`src/phy_mgmt_pkg.sv`:
```
// Purpose: Constants for the PHY vendor management register bank
// Assumes: Registers are reached as aligned 32-bit words over APB
// Notes:   Register numbers 16..22 are word indices; byte address = 4*index
package phy_mgmt_pkg;
    // ------------------------------------------------------------------
    // Register indices and address width
    // ------------------------------------------------------------------
    localparam logic [7:0] IDX_STATUS_CTRL  = 8'h10;
    localparam logic [7:0] IDX_TEST_CTRL    = 8'h11;
    localparam logic [7:0] IDX_ADDR_RB      = 8'h12;
    localparam logic [7:0] IDX_FALSE_CARR   = 8'h13;
    localparam logic [7:0] IDX_DISC_CNT     = 8'h14;
    localparam logic [7:0] IDX_ERR_FRAME    = 8'h15;
    localparam logic [7:0] IDX_SYM_ERR      = 8'h16;
    localparam int         ADDR_W           = 12;

    // ------------------------------------------------------------------
    // Field positions of the status/control register
    // ------------------------------------------------------------------
    localparam int SC_DISC_EN   = 13;
    localparam int SC_TXFC_EN   = 12;
    localparam int SC_RX_SYNC   = 11;
    localparam int SC_PD_100    = 10;
    localparam int SC_PD_10     = 9;
    localparam int SC_POL_REV   = 8;
    localparam int SC_SPEED     = 1;
    localparam int SC_DUPLEX    = 0;

    // ------------------------------------------------------------------
    // Reset values and constants
    // ------------------------------------------------------------------
    localparam logic [15:0] TEST_CTRL_RST  = 16'h0000;
    localparam logic [15:0] TEST_CTRL_MASK = 16'hfbff; // Bit 10 reserved
    localparam logic [4:0]  MGMT_ADDR      = 5'h01;
    localparam logic [2:0]  SYM_RUN_LEN    = 3'h6;
    localparam logic [15:0] CNT_MAX        = 16'hffff;
    localparam logic [15:0] CNT_ONE        = 16'h0001;
    localparam logic [15:0] CNT_ZERO       = 16'h0000;
endpackage : phy_mgmt_pkg

```
`src/phy_vendor_mgmt_regs.sv`:
```
// Purpose: Vendor management register bank of a 10/100 PHY over APB
// Assumes: Status and event inputs are synchronous to pclk
// Notes:   Zero-wait APB slave; unmapped reads return zero, pslverr low
`timescale 1ns/100ps
`default_nettype none
module phy_vendor_mgmt_regs
    import phy_mgmt_pkg::*;
(
    input  wire logic              pclk,           // APB clock, 25 MHz
    input  wire logic              presetn,        // Async reset, low
    input  wire logic              psel,           // APB select
    input  wire logic              penable,        // APB access phase
    input  wire logic              pwrite,         // APB write
    input  wire logic [ADDR_W-1:0] paddr,          // APB byte address
    input  wire logic [31:0]       pwdata,         // APB write data
    input  wire logic [3:0]        pstrb,          // APB byte strobes
    output logic      [31:0]       prdata,         // APB read data
    output logic                   pready,         // APB ready
    output logic                   pslverr,        // APB error, never set
    input  wire logic              rx_in_sync,     // 100M deserializer sync
    input  wire logic              pd_100,         // 100M section down
    input  wire logic              pd_10,          // 10M section down
    input  wire logic              pol_reversed,   // 10M polarity reversed
    input  wire logic              speed_100,      // Negotiated 100M
    input  wire logic              full_duplex,    // Negotiated full duplex
    input  wire logic              false_carrier,  // False carrier pulse
    input  wire logic              disconnect_ev,  // Disconnect pulse
    input  wire logic              rx_frame_end,   // End of frame pulse
    input  wire logic              rx_err,         // Receive error pulse
    input  wire logic              sym_err,        // Bad symbol pulse
    output logic                   disc_en,        // Disconnect enabled
    output logic                   tx_fc_en,       // Tx flow control on
    output logic      [15:0]       test_ctrl       // Test/special controls
);

    // ------------------------------------------------------------------
    // Helpers
    // ------------------------------------------------------------------
    // Saturating step used by all four counters; read clear folds in
    function automatic logic [15:0] cnt_next(input logic [15:0] cur,
                                             input logic        ev,
                                             input logic        clr);
        logic [15:0] base;
        base = clr ? CNT_ZERO : cur;
        if (ev && base != CNT_MAX) begin
            cnt_next = base + CNT_ONE;
        end else begin
            cnt_next = base;
        end
    endfunction : cnt_next

    function automatic logic hit(input logic [ADDR_W-1:0] a,
                                 input logic [7:0]        idx);
        hit = (a == {{(ADDR_W-10){1'b0}}, idx, 2'b00});
    endfunction : hit

    logic wr_acc;
    logic rd_setup;
    logic lo_en;
    logic hi_en;
    assign wr_acc = psel && penable && pwrite;
    // Reads clear counters in the setup cycle, at the same edge that
    // captures prdata, so no event can slip between capture and clear
    assign rd_setup = psel && !penable && !pwrite;
    assign lo_en  = pstrb[0];
    assign hi_en  = pstrb[1];

    // ------------------------------------------------------------------
    // Status/control writable bits
    // ------------------------------------------------------------------
    // Only bits 13 and 12 store; reserved bits 15:14 read back as zero
    always_ff @(posedge pclk or negedge presetn) begin
        if (!presetn) begin
            disc_en  <= 1'b0;
            tx_fc_en <= 1'b0;
        end else if (wr_acc && hi_en && hit(paddr, IDX_STATUS_CTRL)) begin
            disc_en  <= pwdata[SC_DISC_EN];
            tx_fc_en <= pwdata[SC_TXFC_EN];
        end
    end

    // ------------------------------------------------------------------
    // Test/special control register, drives the PHY datapath directly
    // ------------------------------------------------------------------
    // Each byte lane honours its strobe; reserved bit 10 never stores
    always_ff @(posedge pclk or negedge presetn) begin
        if (!presetn) begin
            test_ctrl <= TEST_CTRL_RST;
        end else if (wr_acc && hit(paddr, IDX_TEST_CTRL)) begin
            if (hi_en) begin
                test_ctrl[15:8] <= pwdata[15:8] & TEST_CTRL_MASK[15:8];
            end
            if (lo_en) begin
                test_ctrl[7:0] <= pwdata[7:0];
            end
        end
    end

    // ------------------------------------------------------------------
    // Frame tracking for error frame and symbol run counting
    // ------------------------------------------------------------------
    // A frame is open from the first event to rx_frame_end
    // A bad symbol marks the frame errored as any receive error does
    logic       frame_err_seen;
    logic [2:0] sym_run;
    logic       err_frame_ev;
    logic       sym_ev;
    assign err_frame_ev = (rx_err || sym_err) && !frame_err_seen;
    assign sym_ev       = sym_err && sym_run == 3'h0;

    always_ff @(posedge pclk or negedge presetn) begin
        if (!presetn) begin
            frame_err_seen <= 1'b0;
        end else if (rx_frame_end) begin
            frame_err_seen <= 1'b0;
        end else if (rx_err || sym_err) begin
            frame_err_seen <= 1'b1;
        end
    end

    // Counts within a run of six; a good symbol is not reported, so the
    // run restarts only after six bad symbols or at frame end
    always_ff @(posedge pclk or negedge presetn) begin
        if (!presetn) begin
            sym_run <= 3'h0;
        end else if (rx_frame_end) begin
            sym_run <= 3'h0;
        end else if (sym_err) begin
            sym_run <= (sym_run == SYM_RUN_LEN - 3'h1) ? 3'h0
                                                      : sym_run + 3'h1;
        end
    end

    // ------------------------------------------------------------------
    // Clear-on-read saturating counters
    // ------------------------------------------------------------------
    logic [15:0] fc_cnt;
    logic [15:0] disc_cnt;
    logic [15:0] ef_cnt;
    logic [15:0] se_cnt;
    logic        rd_fc;
    logic        rd_disc;
    logic        rd_ef;
    logic        rd_se;
    assign rd_fc   = rd_setup && hit(paddr, IDX_FALSE_CARR);
    assign rd_disc = rd_setup && hit(paddr, IDX_DISC_CNT);
    assign rd_ef   = rd_setup && hit(paddr, IDX_ERR_FRAME);
    assign rd_se   = rd_setup && hit(paddr, IDX_SYM_ERR);

    // Read clears, an event in the same cycle survives as one count
    always_ff @(posedge pclk or negedge presetn) begin
        if (!presetn) begin
            fc_cnt   <= CNT_ZERO;
            disc_cnt <= CNT_ZERO;
            ef_cnt   <= CNT_ZERO;
            se_cnt   <= CNT_ZERO;
        end else begin
            fc_cnt   <= cnt_next(fc_cnt, false_carrier, rd_fc);
            disc_cnt <= cnt_next(disc_cnt, disconnect_ev, rd_disc);
            ef_cnt   <= cnt_next(ef_cnt, err_frame_ev, rd_ef);
            se_cnt   <= cnt_next(se_cnt, sym_ev, rd_se);
        end
    end

    // ------------------------------------------------------------------
    // Read mux and APB response
    // ------------------------------------------------------------------
    logic [15:0] rd_word;
    always_comb begin
        rd_word = CNT_ZERO;
        if (hit(paddr, IDX_STATUS_CTRL)) begin
            rd_word[SC_DISC_EN] = disc_en;
            rd_word[SC_TXFC_EN] = tx_fc_en;
            rd_word[SC_RX_SYNC] = rx_in_sync;
            rd_word[SC_PD_100]  = pd_100;
            rd_word[SC_PD_10]   = pd_10;
            rd_word[SC_POL_REV] = pol_reversed;
            rd_word[SC_SPEED]   = speed_100;
            rd_word[SC_DUPLEX]  = full_duplex;
        end else if (hit(paddr, IDX_TEST_CTRL)) begin
            rd_word = test_ctrl;
        end else if (hit(paddr, IDX_ADDR_RB)) begin
            rd_word[4:0] = MGMT_ADDR;
        end else if (hit(paddr, IDX_FALSE_CARR)) begin
            rd_word = fc_cnt;
        end else if (hit(paddr, IDX_DISC_CNT)) begin
            rd_word = disc_cnt;
        end else if (hit(paddr, IDX_ERR_FRAME)) begin
            rd_word = ef_cnt;
        end else if (hit(paddr, IDX_SYM_ERR)) begin
            rd_word = se_cnt;
        end
    end

    // Data registered in setup so the access phase ends in one cycle;
    // the pre-clear value is what software sees
    always_ff @(posedge pclk or negedge presetn) begin
        if (!presetn) begin
            prdata <= 32'h0000_0000;
        end else if (psel && !penable && !pwrite) begin
            prdata <= {16'h0000, rd_word};
        end
    end

    // Ready rises for the access cycle only
    always_ff @(posedge pclk or negedge presetn) begin
        if (!presetn) begin
            pready <= 1'b0;
        end else begin
            pready <= psel && !penable;
        end
    end

    // No error response: unmapped words read zero and ignore writes
    always_ff @(posedge pclk or negedge presetn) begin
        if (!presetn) begin
            pslverr <= 1'b0;
        end else begin
            pslverr <= 1'b0;
        end
    end

    // ------------------------------------------------------------------
    // Checks
    // ------------------------------------------------------------------
    AST_DISC_WR: assert property (@(posedge pclk) disable iff (!presetn)
        wr_acc && hi_en && hit(paddr, IDX_STATUS_CTRL)
        |=> disc_en == $past(pwdata[SC_DISC_EN]))
        else $error("disconnect enable not written");
    AST_TXFC_WR: assert property (@(posedge pclk) disable iff (!presetn)
        wr_acc && hi_en && hit(paddr, IDX_STATUS_CTRL)
        |=> tx_fc_en == $past(pwdata[SC_TXFC_EN]))
        else $error("flow control enable not written");
    AST_PD_READ: assert property (@(posedge pclk) disable iff (!presetn)
        psel && !penable && !pwrite && hit(paddr, IDX_STATUS_CTRL)
        |=> prdata[SC_PD_100] == $past(pd_100)
            && prdata[SC_PD_10] == $past(pd_10))
        else $error("power-down flags wrong");
    AST_RSVD10: assert property (@(posedge pclk) disable iff (!presetn)
        (test_ctrl & ~TEST_CTRL_MASK) == CNT_ZERO)
        else $error("reserved test bit stored");
    AST_ADDR_RB: assert property (@(posedge pclk) disable iff (!presetn)
        psel && !penable && !pwrite && hit(paddr, IDX_ADDR_RB)
        |=> prdata == 32'h0000_0001)
        else $error("address readback wrong");
    AST_SAT: assert property (@(posedge pclk) disable iff (!presetn)
        disc_cnt == CNT_MAX && !rd_disc |=> disc_cnt == CNT_MAX)
        else $error("disconnect counter wrapped");
    AST_CLR_EV: assert property (@(posedge pclk) disable iff (!presetn)
        rd_fc && false_carrier |=> fc_cnt == CNT_ONE)
        else $error("event lost on clearing read");
    AST_CLR: assert property (@(posedge pclk) disable iff (!presetn)
        rd_fc && !false_carrier |=> fc_cnt == CNT_ZERO)
        else $error("false carrier not cleared");
    AST_EF_ONCE: assert property (@(posedge pclk) disable iff (!presetn)
        frame_err_seen && !rd_ef |=> ef_cnt == $past(ef_cnt))
        else $error("error frame counted twice");
    AST_SYM_RUN: assert property (@(posedge pclk) disable iff (!presetn)
        sym_run != 3'h0 && !rd_se |=> se_cnt == $past(se_cnt))
        else $error("symbol run counted twice");
    AST_READY: assert property (@(posedge pclk) disable iff (!presetn)
        psel && !penable |=> pready ##1 !pready)
        else $error("ready not a single cycle");
    AST_RDY_IDL: assert property (@(posedge pclk) disable iff (!presetn)
        !psel |=> !pready)
        else $error("ready without a transfer");
    AST_NO_ERR: assert property (@(posedge pclk) disable iff (!presetn)
        pready |-> !pslverr)
        else $error("error response raised");
    AST_UPPER: assert property (@(posedge pclk) disable iff (!presetn)
        pready |-> prdata[31:16] == CNT_ZERO)
        else $error("upper read half not zero");

    // Control registers change only on a write that addresses them
    AST_TEST_HI: assert property (@(posedge pclk) disable iff (!presetn)
        wr_acc && hi_en && hit(paddr, IDX_TEST_CTRL)
        |=> test_ctrl[15:8] == ($past(pwdata[15:8]) & TEST_CTRL_MASK[15:8]))
        else $error("test control high lane not written");
    AST_TEST_LO: assert property (@(posedge pclk) disable iff (!presetn)
        wr_acc && lo_en && hit(paddr, IDX_TEST_CTRL)
        |=> test_ctrl[7:0] == $past(pwdata[7:0]))
        else $error("test control low lane not written");
    AST_TEST_ST: assert property (@(posedge pclk) disable iff (!presetn)
        !(wr_acc && hit(paddr, IDX_TEST_CTRL)) |=> $stable(test_ctrl))
        else $error("test control changed without a write");
    AST_CTRL_ST: assert property (@(posedge pclk) disable iff (!presetn)
        !(wr_acc && hi_en && hit(paddr, IDX_STATUS_CTRL))
        |=> $stable(disc_en) && $stable(tx_fc_en))
        else $error("status controls changed without a write");

    // Status reads return the live inputs seen at the setup edge
    AST_SYNC_RD: assert property (@(posedge pclk) disable iff (!presetn)
        psel && !penable && !pwrite && hit(paddr, IDX_STATUS_CTRL)
        |=> prdata[SC_RX_SYNC] == $past(rx_in_sync))
        else $error("sync flag wrong");
    AST_POL_RD: assert property (@(posedge pclk) disable iff (!presetn)
        psel && !penable && !pwrite && hit(paddr, IDX_STATUS_CTRL)
        |=> prdata[SC_POL_REV] == $past(pol_reversed))
        else $error("polarity flag wrong");
    AST_LINK_RD: assert property (@(posedge pclk) disable iff (!presetn)
        psel && !penable && !pwrite && hit(paddr, IDX_STATUS_CTRL)
        |=> prdata[SC_SPEED] == $past(speed_100)
            && prdata[SC_DUPLEX] == $past(full_duplex))
        else $error("speed or duplex flag wrong");

    // Counters step by one per event until full; a read returns the
    // value held before its clear
    AST_FC_STEP: assert property (@(posedge pclk) disable iff (!presetn)
        !rd_fc && false_carrier && fc_cnt != CNT_MAX
        |=> fc_cnt == $past(fc_cnt) + CNT_ONE)
        else $error("false carrier not counted");
    AST_CNT_RD: assert property (@(posedge pclk) disable iff (!presetn)
        rd_fc |=> prdata == {16'h0000, $past(fc_cnt)})
        else $error("read did not return the pre-clear count");
    AST_DISC_CL: assert property (@(posedge pclk) disable iff (!presetn)
        rd_disc && !disconnect_ev |=> disc_cnt == CNT_ZERO)
        else $error("disconnect counter not cleared");
    AST_DISC_ST: assert property (@(posedge pclk) disable iff (!presetn)
        !rd_disc && disconnect_ev && disc_cnt != CNT_MAX
        |=> disc_cnt == $past(disc_cnt) + CNT_ONE)
        else $error("disconnect event not counted");
    AST_EF_STEP: assert property (@(posedge pclk) disable iff (!presetn)
        !rd_ef && (rx_err || sym_err) && !frame_err_seen
            && ef_cnt != CNT_MAX
        |=> ef_cnt == $past(ef_cnt) + CNT_ONE)
        else $error("first error of a frame not counted");
    AST_SE_STEP: assert property (@(posedge pclk) disable iff (!presetn)
        !rd_se && sym_err && sym_run == 3'h0
            && se_cnt != CNT_MAX
        |=> se_cnt == $past(se_cnt) + CNT_ONE)
        else $error("first symbol of a run not counted");

    // Frame tracking opens on an error and closes at frame end
    AST_ERR_SET: assert property (@(posedge pclk) disable iff (!presetn)
        (rx_err || sym_err) && !rx_frame_end |=> frame_err_seen)
        else $error("errored frame not marked");
    AST_FRM_END: assert property (@(posedge pclk) disable iff (!presetn)
        rx_frame_end |=> !frame_err_seen && sym_run == 3'h0)
        else $error("frame end did not reset tracking");

endmodule : phy_vendor_mgmt_regs
`default_nettype wire

```
`config.mk`:
```
export PLATFORM = sky130hd
export DESIGN_NAME = phy_vendor_mgmt_regs
export DESIGN_NICKNAME = d
export VERILOG_FILES = /design/src/phy_mgmt_pkg.sv /design/src/phy_vendor_mgmt_regs.sv
export SDC_FILE = /design/constraint.sdc
export NUM_CORES = 1
export LEC_CHECK = 0
export ABC_AREA = 0
export BUFFER_PORTS_ARGS = -buffer_cell sky130_fd_sc_hd__buf_4
export CORE_ASPECT_RATIO = 0.7
export CORE_MARGIN = 2
export CORE_UTILIZATION = 56
export DETAILED_ROUTE_END_ITERATION = 6
export PLACE_DENSITY = 0.81
export SYNTH_ARGS = -nofsm -noshare
export SYNTH_HDL_FRONTEND = slang
export SYNTH_SLANG_ARGS = --single-unit
```
`constraint.sdc`:
```
create_clock -name pclk -period 2.83 [get_ports pclk]
set_input_delay 0 -clock pclk [delete_from_list [all_inputs] [get_ports pclk]]
set_output_delay 0 -clock pclk [all_outputs]
set_load 0.02 [all_outputs]
```
== After elaboration in Yosys (flattened, before gate mapping) ==
Index checks and enable logic that the tools add are counted.

* Latch bits: 0
* Bits in read-only memories: 0
* Register bits after elaboration: 102
* Input bits: 64
* RAM bits: 0
* Memories kept: 0

* Reduce and logical (&&, ||, !) cells: 26
* Divide/modulo/power cells: 0
* Eq/ne operators: 12
* Bitwise logic cells: 0
* Shift operators: 0
* Multipliers: 0
* Mux-type cells: 24
* $add $sub $neg: 5
* Magnitude comparators: 0

{| class="wikitable"
|+ Operators with widths
! kind !! number
|-
| $mux W16 || 13
|-
| $eq A12 B7 Y1 const B || 7
|-
| $add A16 B1 Y16 const B || 4
|-
| $ne A16 B16 Y1 const B || 4
|-
| $logic_and A1 B1 Y1 || 17
|-
| $mux W6 || 2
|-
| $mux W11 || 1
|-
| $mux W3 || 3
|-
| $mux W5 || 1
|-
| $mux W2 || 2
|-
| $reduce_and A2 Y1 || 2
|-
| $reduce_bool A2 Y1 || 2
|-
| $add A3 B1 Y3 const B || 1
|-
| $eq A3 B3 Y1 const B || 1
|-
| $logic_not A1 Y1 || 3
|-
| $logic_not A3 Y1 || 1
|-
| $mux W1 || 2
|-
| $logic_or A1 B1 Y1 || 1
|}

== Longest topological paths before layout ==
Gate-level depths: netlist of the first run.

* Depth in word-level cells: 8
* Mapped depth: 12
* Gate-level depth less buffers: 10

== Worst setup path after synthesis of the first run ==
OpenSTA, ideal clock, no wires.

* Path kind: input -> register
* Start point: input paddr[3]
* End point: register disc_cnt[7]
* Data required time: 2.698 ns
* Arrival time: 2.341 ns
* Path slack: 0.357 ns
* Path buffers: 1
* Library setup time: 0.132 ns
* Cell stages on the path: 10
* Cells stage by stage: buf_2 > nor4_2 > nand4_1 > and2_1 > ha_1 > nand4_1 > nor3_1 > a2111oi_0 > xnor2_1 > nor2_1

* Cells in the longest elaborated chain, start to end: 6
* Elaborated cells on any way between the ends: 7
* Classes of those cells: add/sub (1); eq/ne (2); mux (2); reduce/logical (2)

{| class="wikitable"
|+ Ends and longest elaborated chain
! element !! RTL line !! RTL
|-
| start, declared || phy_vendor_mgmt_regs.sv:14 || <nowiki>input wire logic [ADDR_W-1:0] paddr,</nowiki>
|-
| $eq A12 B7 Y1 (*) || phy_vendor_mgmt_regs.sv:54 || <nowiki>hit = (a == {{(ADDR_W-10){1'b0}}, idx, 2'b00});</nowiki>
|-
| $logic_and A1 B1 Y1 (*) || phy_vendor_mgmt_regs.sv:146 || <nowiki>assign rd_disc = rd_setup && hit(paddr, IDX_DISC_CNT);</nowiki>
|-
| $mux W16 (*) || phy_vendor_mgmt_regs.sv:44 || <nowiki>base = clr ? CNT_ZERO : cur;</nowiki>
|-
| branches (longest 2 deep; another with $add A16 B1 Y16) || - ||
|-
| $mux W16 (*) || phy_vendor_mgmt_regs.sv:45 || <nowiki>if (ev && base != CNT_MAX) begin</nowiki>
|-
| end signal, assigned || phy_vendor_mgmt_regs.sv:159 || <nowiki>disc_cnt <= cnt_next(disc_cnt, disconnect_ev, rd_disc);</nowiki>
|-
| end, declared || phy_vendor_mgmt_regs.sv:138 || <nowiki>logic [15:0] disc_cnt;</nowiki>
|}

Mark *: on every way between the ends.
A chain may end at the register's enable or synchronous reset.

== Worst setup path in the final report of the first run ==
* Start point: input penable
* End point: register se_cnt[6]

* Cells in the longest elaborated chain, start to end: 8
* Elaborated cells on any way between the ends: 9
* Classes of those cells: add/sub (1); eq/ne (1); mux (2); reduce/logical (5)

{| class="wikitable"
|+ Ends and longest elaborated chain
! element !! RTL line !! RTL
|-
| start, declared || phy_vendor_mgmt_regs.sv:12 || <nowiki>input wire logic penable,</nowiki>
|-
| $logic_not A1 Y1 (*) || phy_vendor_mgmt_regs.sv:64 || <nowiki>assign rd_setup = psel && !penable && !pwrite;</nowiki>
|-
| $logic_and A1 B1 Y1 (*) (2 in series) || phy_vendor_mgmt_regs.sv:64 ||
|-
| $logic_and A1 B1 Y1 (*) || phy_vendor_mgmt_regs.sv:148 || <nowiki>assign rd_se = rd_setup && hit(paddr, IDX_SYM_ERR);</nowiki>
|-
| $mux W16 (*) || phy_vendor_mgmt_regs.sv:44 ||
|-
| branches (longest 2 deep; another with $add A16 B1 Y16) || - ||
|-
| $mux W16 (*) || phy_vendor_mgmt_regs.sv:45 ||
|-
| end signal, assigned || phy_vendor_mgmt_regs.sv:161 || <nowiki>se_cnt <= cnt_next(se_cnt, sym_ev, rd_se);</nowiki>
|-
| end, declared || phy_vendor_mgmt_regs.sv:140 || <nowiki>logic [15:0] se_cnt;</nowiki>
|}

Marks and branches as above.

==> results.json, run 1 <==
{
  "route.vias.total": 5561,
  "grt_pass1_wl_um": 28100,
  "synth-async-reset-ratio_pct": 100,
  "grt_antenna_before_repair": 0,
  "ant_nets": 0,
  "path_clk_slew_ns": 0.08,
  "cp_max_fo": 25,
  "status": "completed",
  "synth_top_area_cell": "dfrtp_1",
  "finalCritPeriodShare_pct": 95.7,
  "ys.flop_type": "dfrtp_1",
  "via_per_inst": 6.28,
  "fmax_mhz": 369,
  "wire_per_inst_um": 19.3,
  "clock-sinks": 102,
  "core-area_mm2": 0.0104,
  "post-place-cells": 844,
  "yosys-top-cells-area": "dfrtp_1, nor2_1, nand4_1, xnor2_1, mux2_1",
  "fin_setup_tns_ns": 0,
  "htreeDepth": 3,
  "synth_edf_count": 0,
  "rsz0062_at_grt": "false",
  "worstSetupPathType": "input pin to flop",
  "die_x_um": 128,
  "ctsHoldBuffers": 26,
  "final_cells": 886,
  "relSlewSlack_pct": 36.2,
  "syn_avg_cell_area_um2": 9.37,
  "dieHeight_um": 90.7,
  "worstHoldPathType": "input pin to flop",
  "yosysUniqueCellTypes": 75,
  "dr.pass1.iters": 5,
  "gp_congestion": 0.931,
  "synthToLayoutAreaGrowth_pct": 21.2,
  "nets": 816,
  "drc": 0,
  "skew_ns": 0.0119,
  "placed_cell_area_mm2": 0.00672,
  "total_power_mw": 4.12,
  "setup_viol": 0,
  "synth-seq-cells": 102,
  "wl_um": 17100,
  "syn_area_mm2": 0.00601,
  "port_buffers": 78,
  "grt_max_degree": 61,
  "cts_root_buffer": "clkbuf_16",
  "grt_pass1_vias": 5409,
  "clk_path_buf_depth": 2,
  "finalCriticalPeriod_ns": 2.71,
  "cts_setup_buffers": 0,
  "grt_use_total_pct": 31.0,
  "yosysWarnings": 0,
  "worstMarginPinSlew_ns": 0.948,
  "vdd_drop_max_v": 0.000312,
  "io_pins": 116,
  "setup_ws_ns": 0.122,
  "yosysSeqAreaShare_pct": 42.4,
  "p_per_area_mw_per_mm2": 565,
  "hold_viol": 0,
  "drv_cap": 0,
  "numCtsBuffers": 9,
  "fp.dieArea_mm2": 0.0116,
  "initial_core_util_pct": 57.9,
  "crit_required_ns": 3.11,
  "dp_worst_setup_slack_ns": 0.0562,
  "synth_top_area_share_pct": 42.4,
  "cp-end-kind": "flop",
  "tritoncts": "built",
  "clk_latency_ns": 0.36,
  "diodes": 0,
  "syn_inst": 642,
  "maxSlewViolCount": 0,
  "p_leak_nw": 3.12,
  "design_area_mm2": 0.00729,
  "final_layout_size_suffix_gt1_share_pct": 19.1,
  "cp-start-kind": "input pin",
  "grt_overflow": 0,
  "drt_first_iter_violations": 758,
  "cp.arrival_ns": 2.99,
  "post-dp-hpwl_um": 12200,
  "cts_resized": 0,
  "rows": 31
}
## worst max-delay path, stage by stage
cell	delay, ns
dlygate4sd3_1	0.54
buf_4	0.15
nor3b_2	0.28
buf_4	0.33
nand4_2	0.17
and2_1	0.22
ha_1	0.23
nand4_1	0.17
nor4_1	0.08
buf_4	0.16
and2_1	0.18
or3_1	0.35
a21oi_1	0.15
## layout by cell type (no fill, tap or decap), types with 4 or more instances in the layout
cell | netlist | final
nor2b_1 | 13 | 13
and3_1 | 9 | 9
clkbuf_16 | 0 | 9
o22ai_1 | 8 | 8
a31oi_1 | 7 | 7
mux2i_1 | 5 | 5
nand2_1 | 44 | 44
xor2_1 | 19 | 19
nand3_1 | 32 | 32
buf_4 | 18 | 95
or3_1 | 13 | 13
mux2_2 | 5 | 5
nor3_1 | 22 | 22
nor3b_1 | 6 | 5
inv_1 | 13 | 13
conb_1 | 1 | 18
o21ai_0 | 23 | 23
o211ai_1 | 9 | 9
nand4_1 | 33 | 33
and4_1 | 5 | 5
dfrtp_1 | 102 | 102
nor4_1 | 9 | 8
xnor2_1 | 23 | 23
o221ai_1 | 4 | 4
nor2_1 | 63 | 63
mux2_1 | 15 | 15
a21oi_1 | 32 | 32
and2_1 | 9 | 9
a22oi_1 | 12 | 12
dlygate4sd3_1 | 0 | 26
## flip-flops by register name, indices dropped and copies added, names as in the netlist
register / flops
ef_cnt: 16
frame_err_seen: 1
test_ctrl: 15
se_cnt: 16
fc_cnt: 16
tx_fc_en: 1
disc_cnt: 16
sym_run: 3
disc_en: 1
pready: 1
prdata: 16
## path summary, 6_finish.rpt
path                       cells after the start                   from                     end  slack (ns)
max                                           13                penable     se_cnt[6]$_DFF_PN0_        0.12
min                                            4                  pd_10   prdata[9]$_DFFE_PN0N_        0.04
max reg2reg                                    7  disc_cnt[1]$_DFF_PN0_   disc_cnt[1]$_DFF_PN0_        0.58
min reg2reg                                    1  prdata[7]$_DFFE_PN0N_   prdata[7]$_DFFE_PN0N_        0.53
max in group asynchronous                      3                presetn  prdata[12]$_DFFE_PN0N_        1.95
min in group asynchronous                      2                presetn     se_cnt[4]$_DFF_PN0_        0.19
## cell usage after synthesis (9+ instances only)
master	n
dfrtp_1	102
inv_1	13
nor2_1	63
nor2b_1	13
nand4_1	33
nor3_1	22
o211ai_1	9
buf_4	18
nand2_1	44
a22oi_1	12
o21ai_0	23
nor4_1	9
xnor2_1	23
mux2_1	15
or3_1	13
a21oi_1	32
and3_1	9
and2_1	9
xor2_1	19
nand3_1	32
clkbuf_1	16
## metrics by stage
stage | util [%] | hold slack, ns
after floorplan | - | -0.296
final | 70.1 | 0.0357
after detailed placement | 64.6 | 0.0426
after CTS | 70.1 | 0.0152
after global routing | 70.1 | 0.0808
after global placement | 64.6 | 0.0337
## metal layers
metal / routed length (µm) / GRT usage (%)
met1: 7460 / 44.7
met2: 7530 / 45.8
met3: 1730 / 7.94
met4: 417 / 9.98
met5: 0 / 0
## report_power, final
group | internal [mW] | switching [mW]
Combinational | 0.408 | 0.447
Clock | 0.635 | 0.657
Sequential | 1.67 | 0.304
Total | 2.71 | 1.41
## final cells by class
class	instances	area [µm²]
multi-input cells	501	3220
fillers	790	3100
flip-flops and latches	102	2550
well taps	132	165
clock inverters	7	86.3
clock buffers	9	225
inverters	13	48.8
repair buffers	122	993
## kinds of logic after synthesis
kind of cell | Yosys count | share of synthesized area [%]
buf+inv | 56 | 5.28
compound gates | 121 | 13.1
simple gates | 291 | 27.5
fa+ha+maj | 3 | 0.624
other cells | 1 | 0.0623
mux | 26 | 4.83
xor+xnor | 42 | 6.12
flops | 102 | 42.4
Note: power is estimated with default switching activity, not from simulation.
==> run 2: changes to the inputs <==
--- a/config.mk
+++ b/config.mk
@@ -11,7 +11,7 @@
 export CORE_MARGIN = 2
 export CORE_UTILIZATION = 56
 export DETAILED_ROUTE_END_ITERATION = 6
-export PLACE_DENSITY = 0.81
+export PLACE_DENSITY = 0.91
 export SYNTH_ARGS = -nofsm -noshare
 export SYNTH_HDL_FRONTEND = slang
 export SYNTH_SLANG_ARGS = --single-unit
==> run 2 against run 1 <==
  * Largest power group unchanged
  * Maximum frequency increased by 0.13%
  * Power decreased by 1.8%
  * Sequential cell count unchanged
  * Critical path type unchanged
  * Sequential power about the same
  * Global-route usage increased by 0.88 points
  * First-iteration DRC count increased by 5.4%
  * Clock-buffer cell count unchanged
  * Worst hold slack improved by 0.061 ns
==> results.json, run 2 (synthesis gave the netlist of run 1 again) <==
{
  "setup_ws_ns": 0.126,
  "layout_common_cells": "dfrtp_1, buf_4, nor2_1, nand2_1, nand4_1",
  "cp_max_fo": 5,
  "grt_max_degree": 54,
  "gp_congestion": 0.960,
  "rsz0062_at_grt": "false",
  "cts_resized": 0,
  "crit_chain": "dlygate4sd3_1, buf_4, nor3b_2, nand4_1, and2_1, ha_1, nand4_1, nor3_1, a2111oi_0, xnor2_1, nor2_1",
  "numCtsBuffers": 9,
  "final_layout_size_suffix_gt1_share_pct": 19.0,
  "ant_nets": 0,
  "initial_core_util_pct": 57.9,
  "slowest_delay_ns": 0.54,
  "drc": 0,
  "core-area_mm2": 0.0104,
  "multi_input_area_mm2": 0.00322,
  "intPower_mw": 2.69,
  "synthToLayoutAreaGrowth_pct": 20.4,
  "clk_latency_ns": 0.36,
  "cp.arrival_ns": 2.94,
  "clockPowerShare_pct": 29.7,
  "rows": 31,
  "nets": 814,
  "cts_root_buffer": "clkbuf_16",
  "finalCritPeriodShare_pct": 95.6,
  "status": "completed",
  "cp-end-kind": "flop",
  "mostFrequentLayoutCell": "dfrtp_1",
  "grt_pass1_vias": 5421,
  "vdd_drop_max_v": 0.000376,
  "wire_per_inst_um": 20.2,
  "io_pins": 116,
  "diodes": 0,
  "fin_setup_tns_ns": 0,
  "crit_required_ns": 3.07,
  "fp.dieArea_mm2": 0.0116,
  "grt_use_total_pct": 31.9,
  "relSlewSlack_pct": 34.0,
  "route.vias.total": 5802,
  "slowest_stage": "dlygate4sd3_1",
  "grt_pass1_wl_um": 29000,
  "fmax_mhz": 370,
  "p_sw_mw": 1.36,
  "cp-start-kind": "input pin",
  "p_leak_nw": 3.10,
  "final_cells": 884,
  "dieHeight_um": 90.7,
  "die_x_um": 128,
  "htreeDepth": 3,
  "hold_viol": 0,
  "drt_first_iter_violations": 799,
  "grt_antenna_before_repair": 0,
  "path_buf_inv": 2,
  "dr.pass1.iters": 6,
  "sw_frac_of_total_pct": 33.6,
  "grt_overflow": 0,
  "worstHoldPathType": "input pin to flop",
  "total_power_mw": 4.05,
  "wl_um": 17800,
  "p_per_area_mw_per_mm2": 559,
  "path_common_cell": "nand4_1",
  "tritoncts": "built",
  "post-dp-hpwl_um": 12200,
  "worstSetupPathType": "input pin to flop",
  "path_clk_slew_ns": 0.08,
  "p_seq_share_pct": 48.9,
  "final-seq-area_mm2": 0.00255,
  "via_per_inst": 6.56,
  "worstMarginPinSlew_ns": 0.981,
  "maxSlewViolCount": 0,
  "port_buffers": 78,
  "combinationalPowerShare_pct": 21.4,
  "post-route-util_pct": 69.7,
  "cp_top_family": "simple AND/OR/NAND/NOR gates",
  "drv_cap": 0,
  "clk_path_buf_depth": 2,
  "dp_worst_setup_slack_ns": 0.164,
  "finalCriticalPeriod_ns": 2.70,
  "skew_ns": 0.00994,
  "clock-sinks": 102,
  "setup_viol": 0,
  "post-place-cells": 842,
  "fillers": 725
}
==> run 2: metrics by stage <==
stage,area [µm²],hold WS (ns)
final,7240,0.0969
after floorplan,6080,-0.296
after global routing,7240,0.124
after global placement,6700,0.0609
after CTS,7240,0.0342
after detailed placement,6700,0.0717
==> run 2: layout make-up <==
cell class,instances,area share (%)
Clock buffer,9,3.11
Clock inverter,7,0.777
Inverter,13,0.674
Multi-Input combinational cell,501,44.4
Sequential cell,102,35.2
Tap cell,132,2.28
Timing Repair Buffer,120,13.5
==> run 2: power groups by stage <==
| stage | clock (mW) | combinational (mW) | sequential, mW |
|---|---|---|---|
| 3_5_place_dp | 0 | 0.823 | 1.98 |
| 3_3_place_gp | 0 | 0.777 | 1.96 |
| 5_1_grt | 1.28 | 0.952 | 2.01 |
| 2_1_floorplan | 0 | 0.552 | 1.92 |
| 4_1_cts | 1.22 | 0.856 | 1.96 |
| 6_report | 1.20 | 0.865 | 1.98 |
==> run 2: worst register-to-register path, stage by stage (launching register included) <==
cell	delay, ns
dfrtp_1	0.40
nor2b_1	0.23
ha_1	0.24
nand4_1	0.14
nor4_2	0.58
o21ai_2	0.20
nand2_2	0.15
mux2_4	0.31
==> run 2: path summary, 6_finish.rpt <==
path                                        from                     to  slack (ns)  cells past startpoint
setup / recovery                         penable  disc_cnt[7]$_DFF_PN0_        0.13                     11
hold / removal                      pol_reversed  prdata[8]$_DFFE_PN0N_         0.1                      4
setup reg to reg             fc_cnt[0]$_DFF_PN0_    fc_cnt[1]$_DFF_PN0_        0.47                      7
hold reg to reg            prdata[4]$_DFFE_PN0N_  prdata[4]$_DFFE_PN0N_        0.51                      2
max in group asynchronous                presetn    fc_cnt[1]$_DFF_PN0_        1.89                      3
min in group asynchronous                presetn    se_cnt[3]$_DFF_PN0_        0.23                      2
==> run 2: repair_timing <==
| action | in CTS | in global routing |
|---|---|---|
| buffers inserted | 0 | 1 |
| hold buffers | 25 | 0 |
| hold endpoints to repair | 76 | 0 |
| setup endpoints to repair | 0 | 2 |
==> run 2: metal layers <==
| metal | wire, µm | global-route usage, % | share of wire (%) | vias up |
|---|---|---|---|---|
| met5 | 0 | 0 | 0 | - |
| met3 | 1980 | 8.29 | 11 | 63 |
| met2 | 8120 | 49.8 | 45 | 404 |
| li1 | - | - | - | 2540 |
| met1 | 7240 | 43.4 | 41 | 2795 |
| met4 | 507 | 10.7 | 2.8 | 0 |
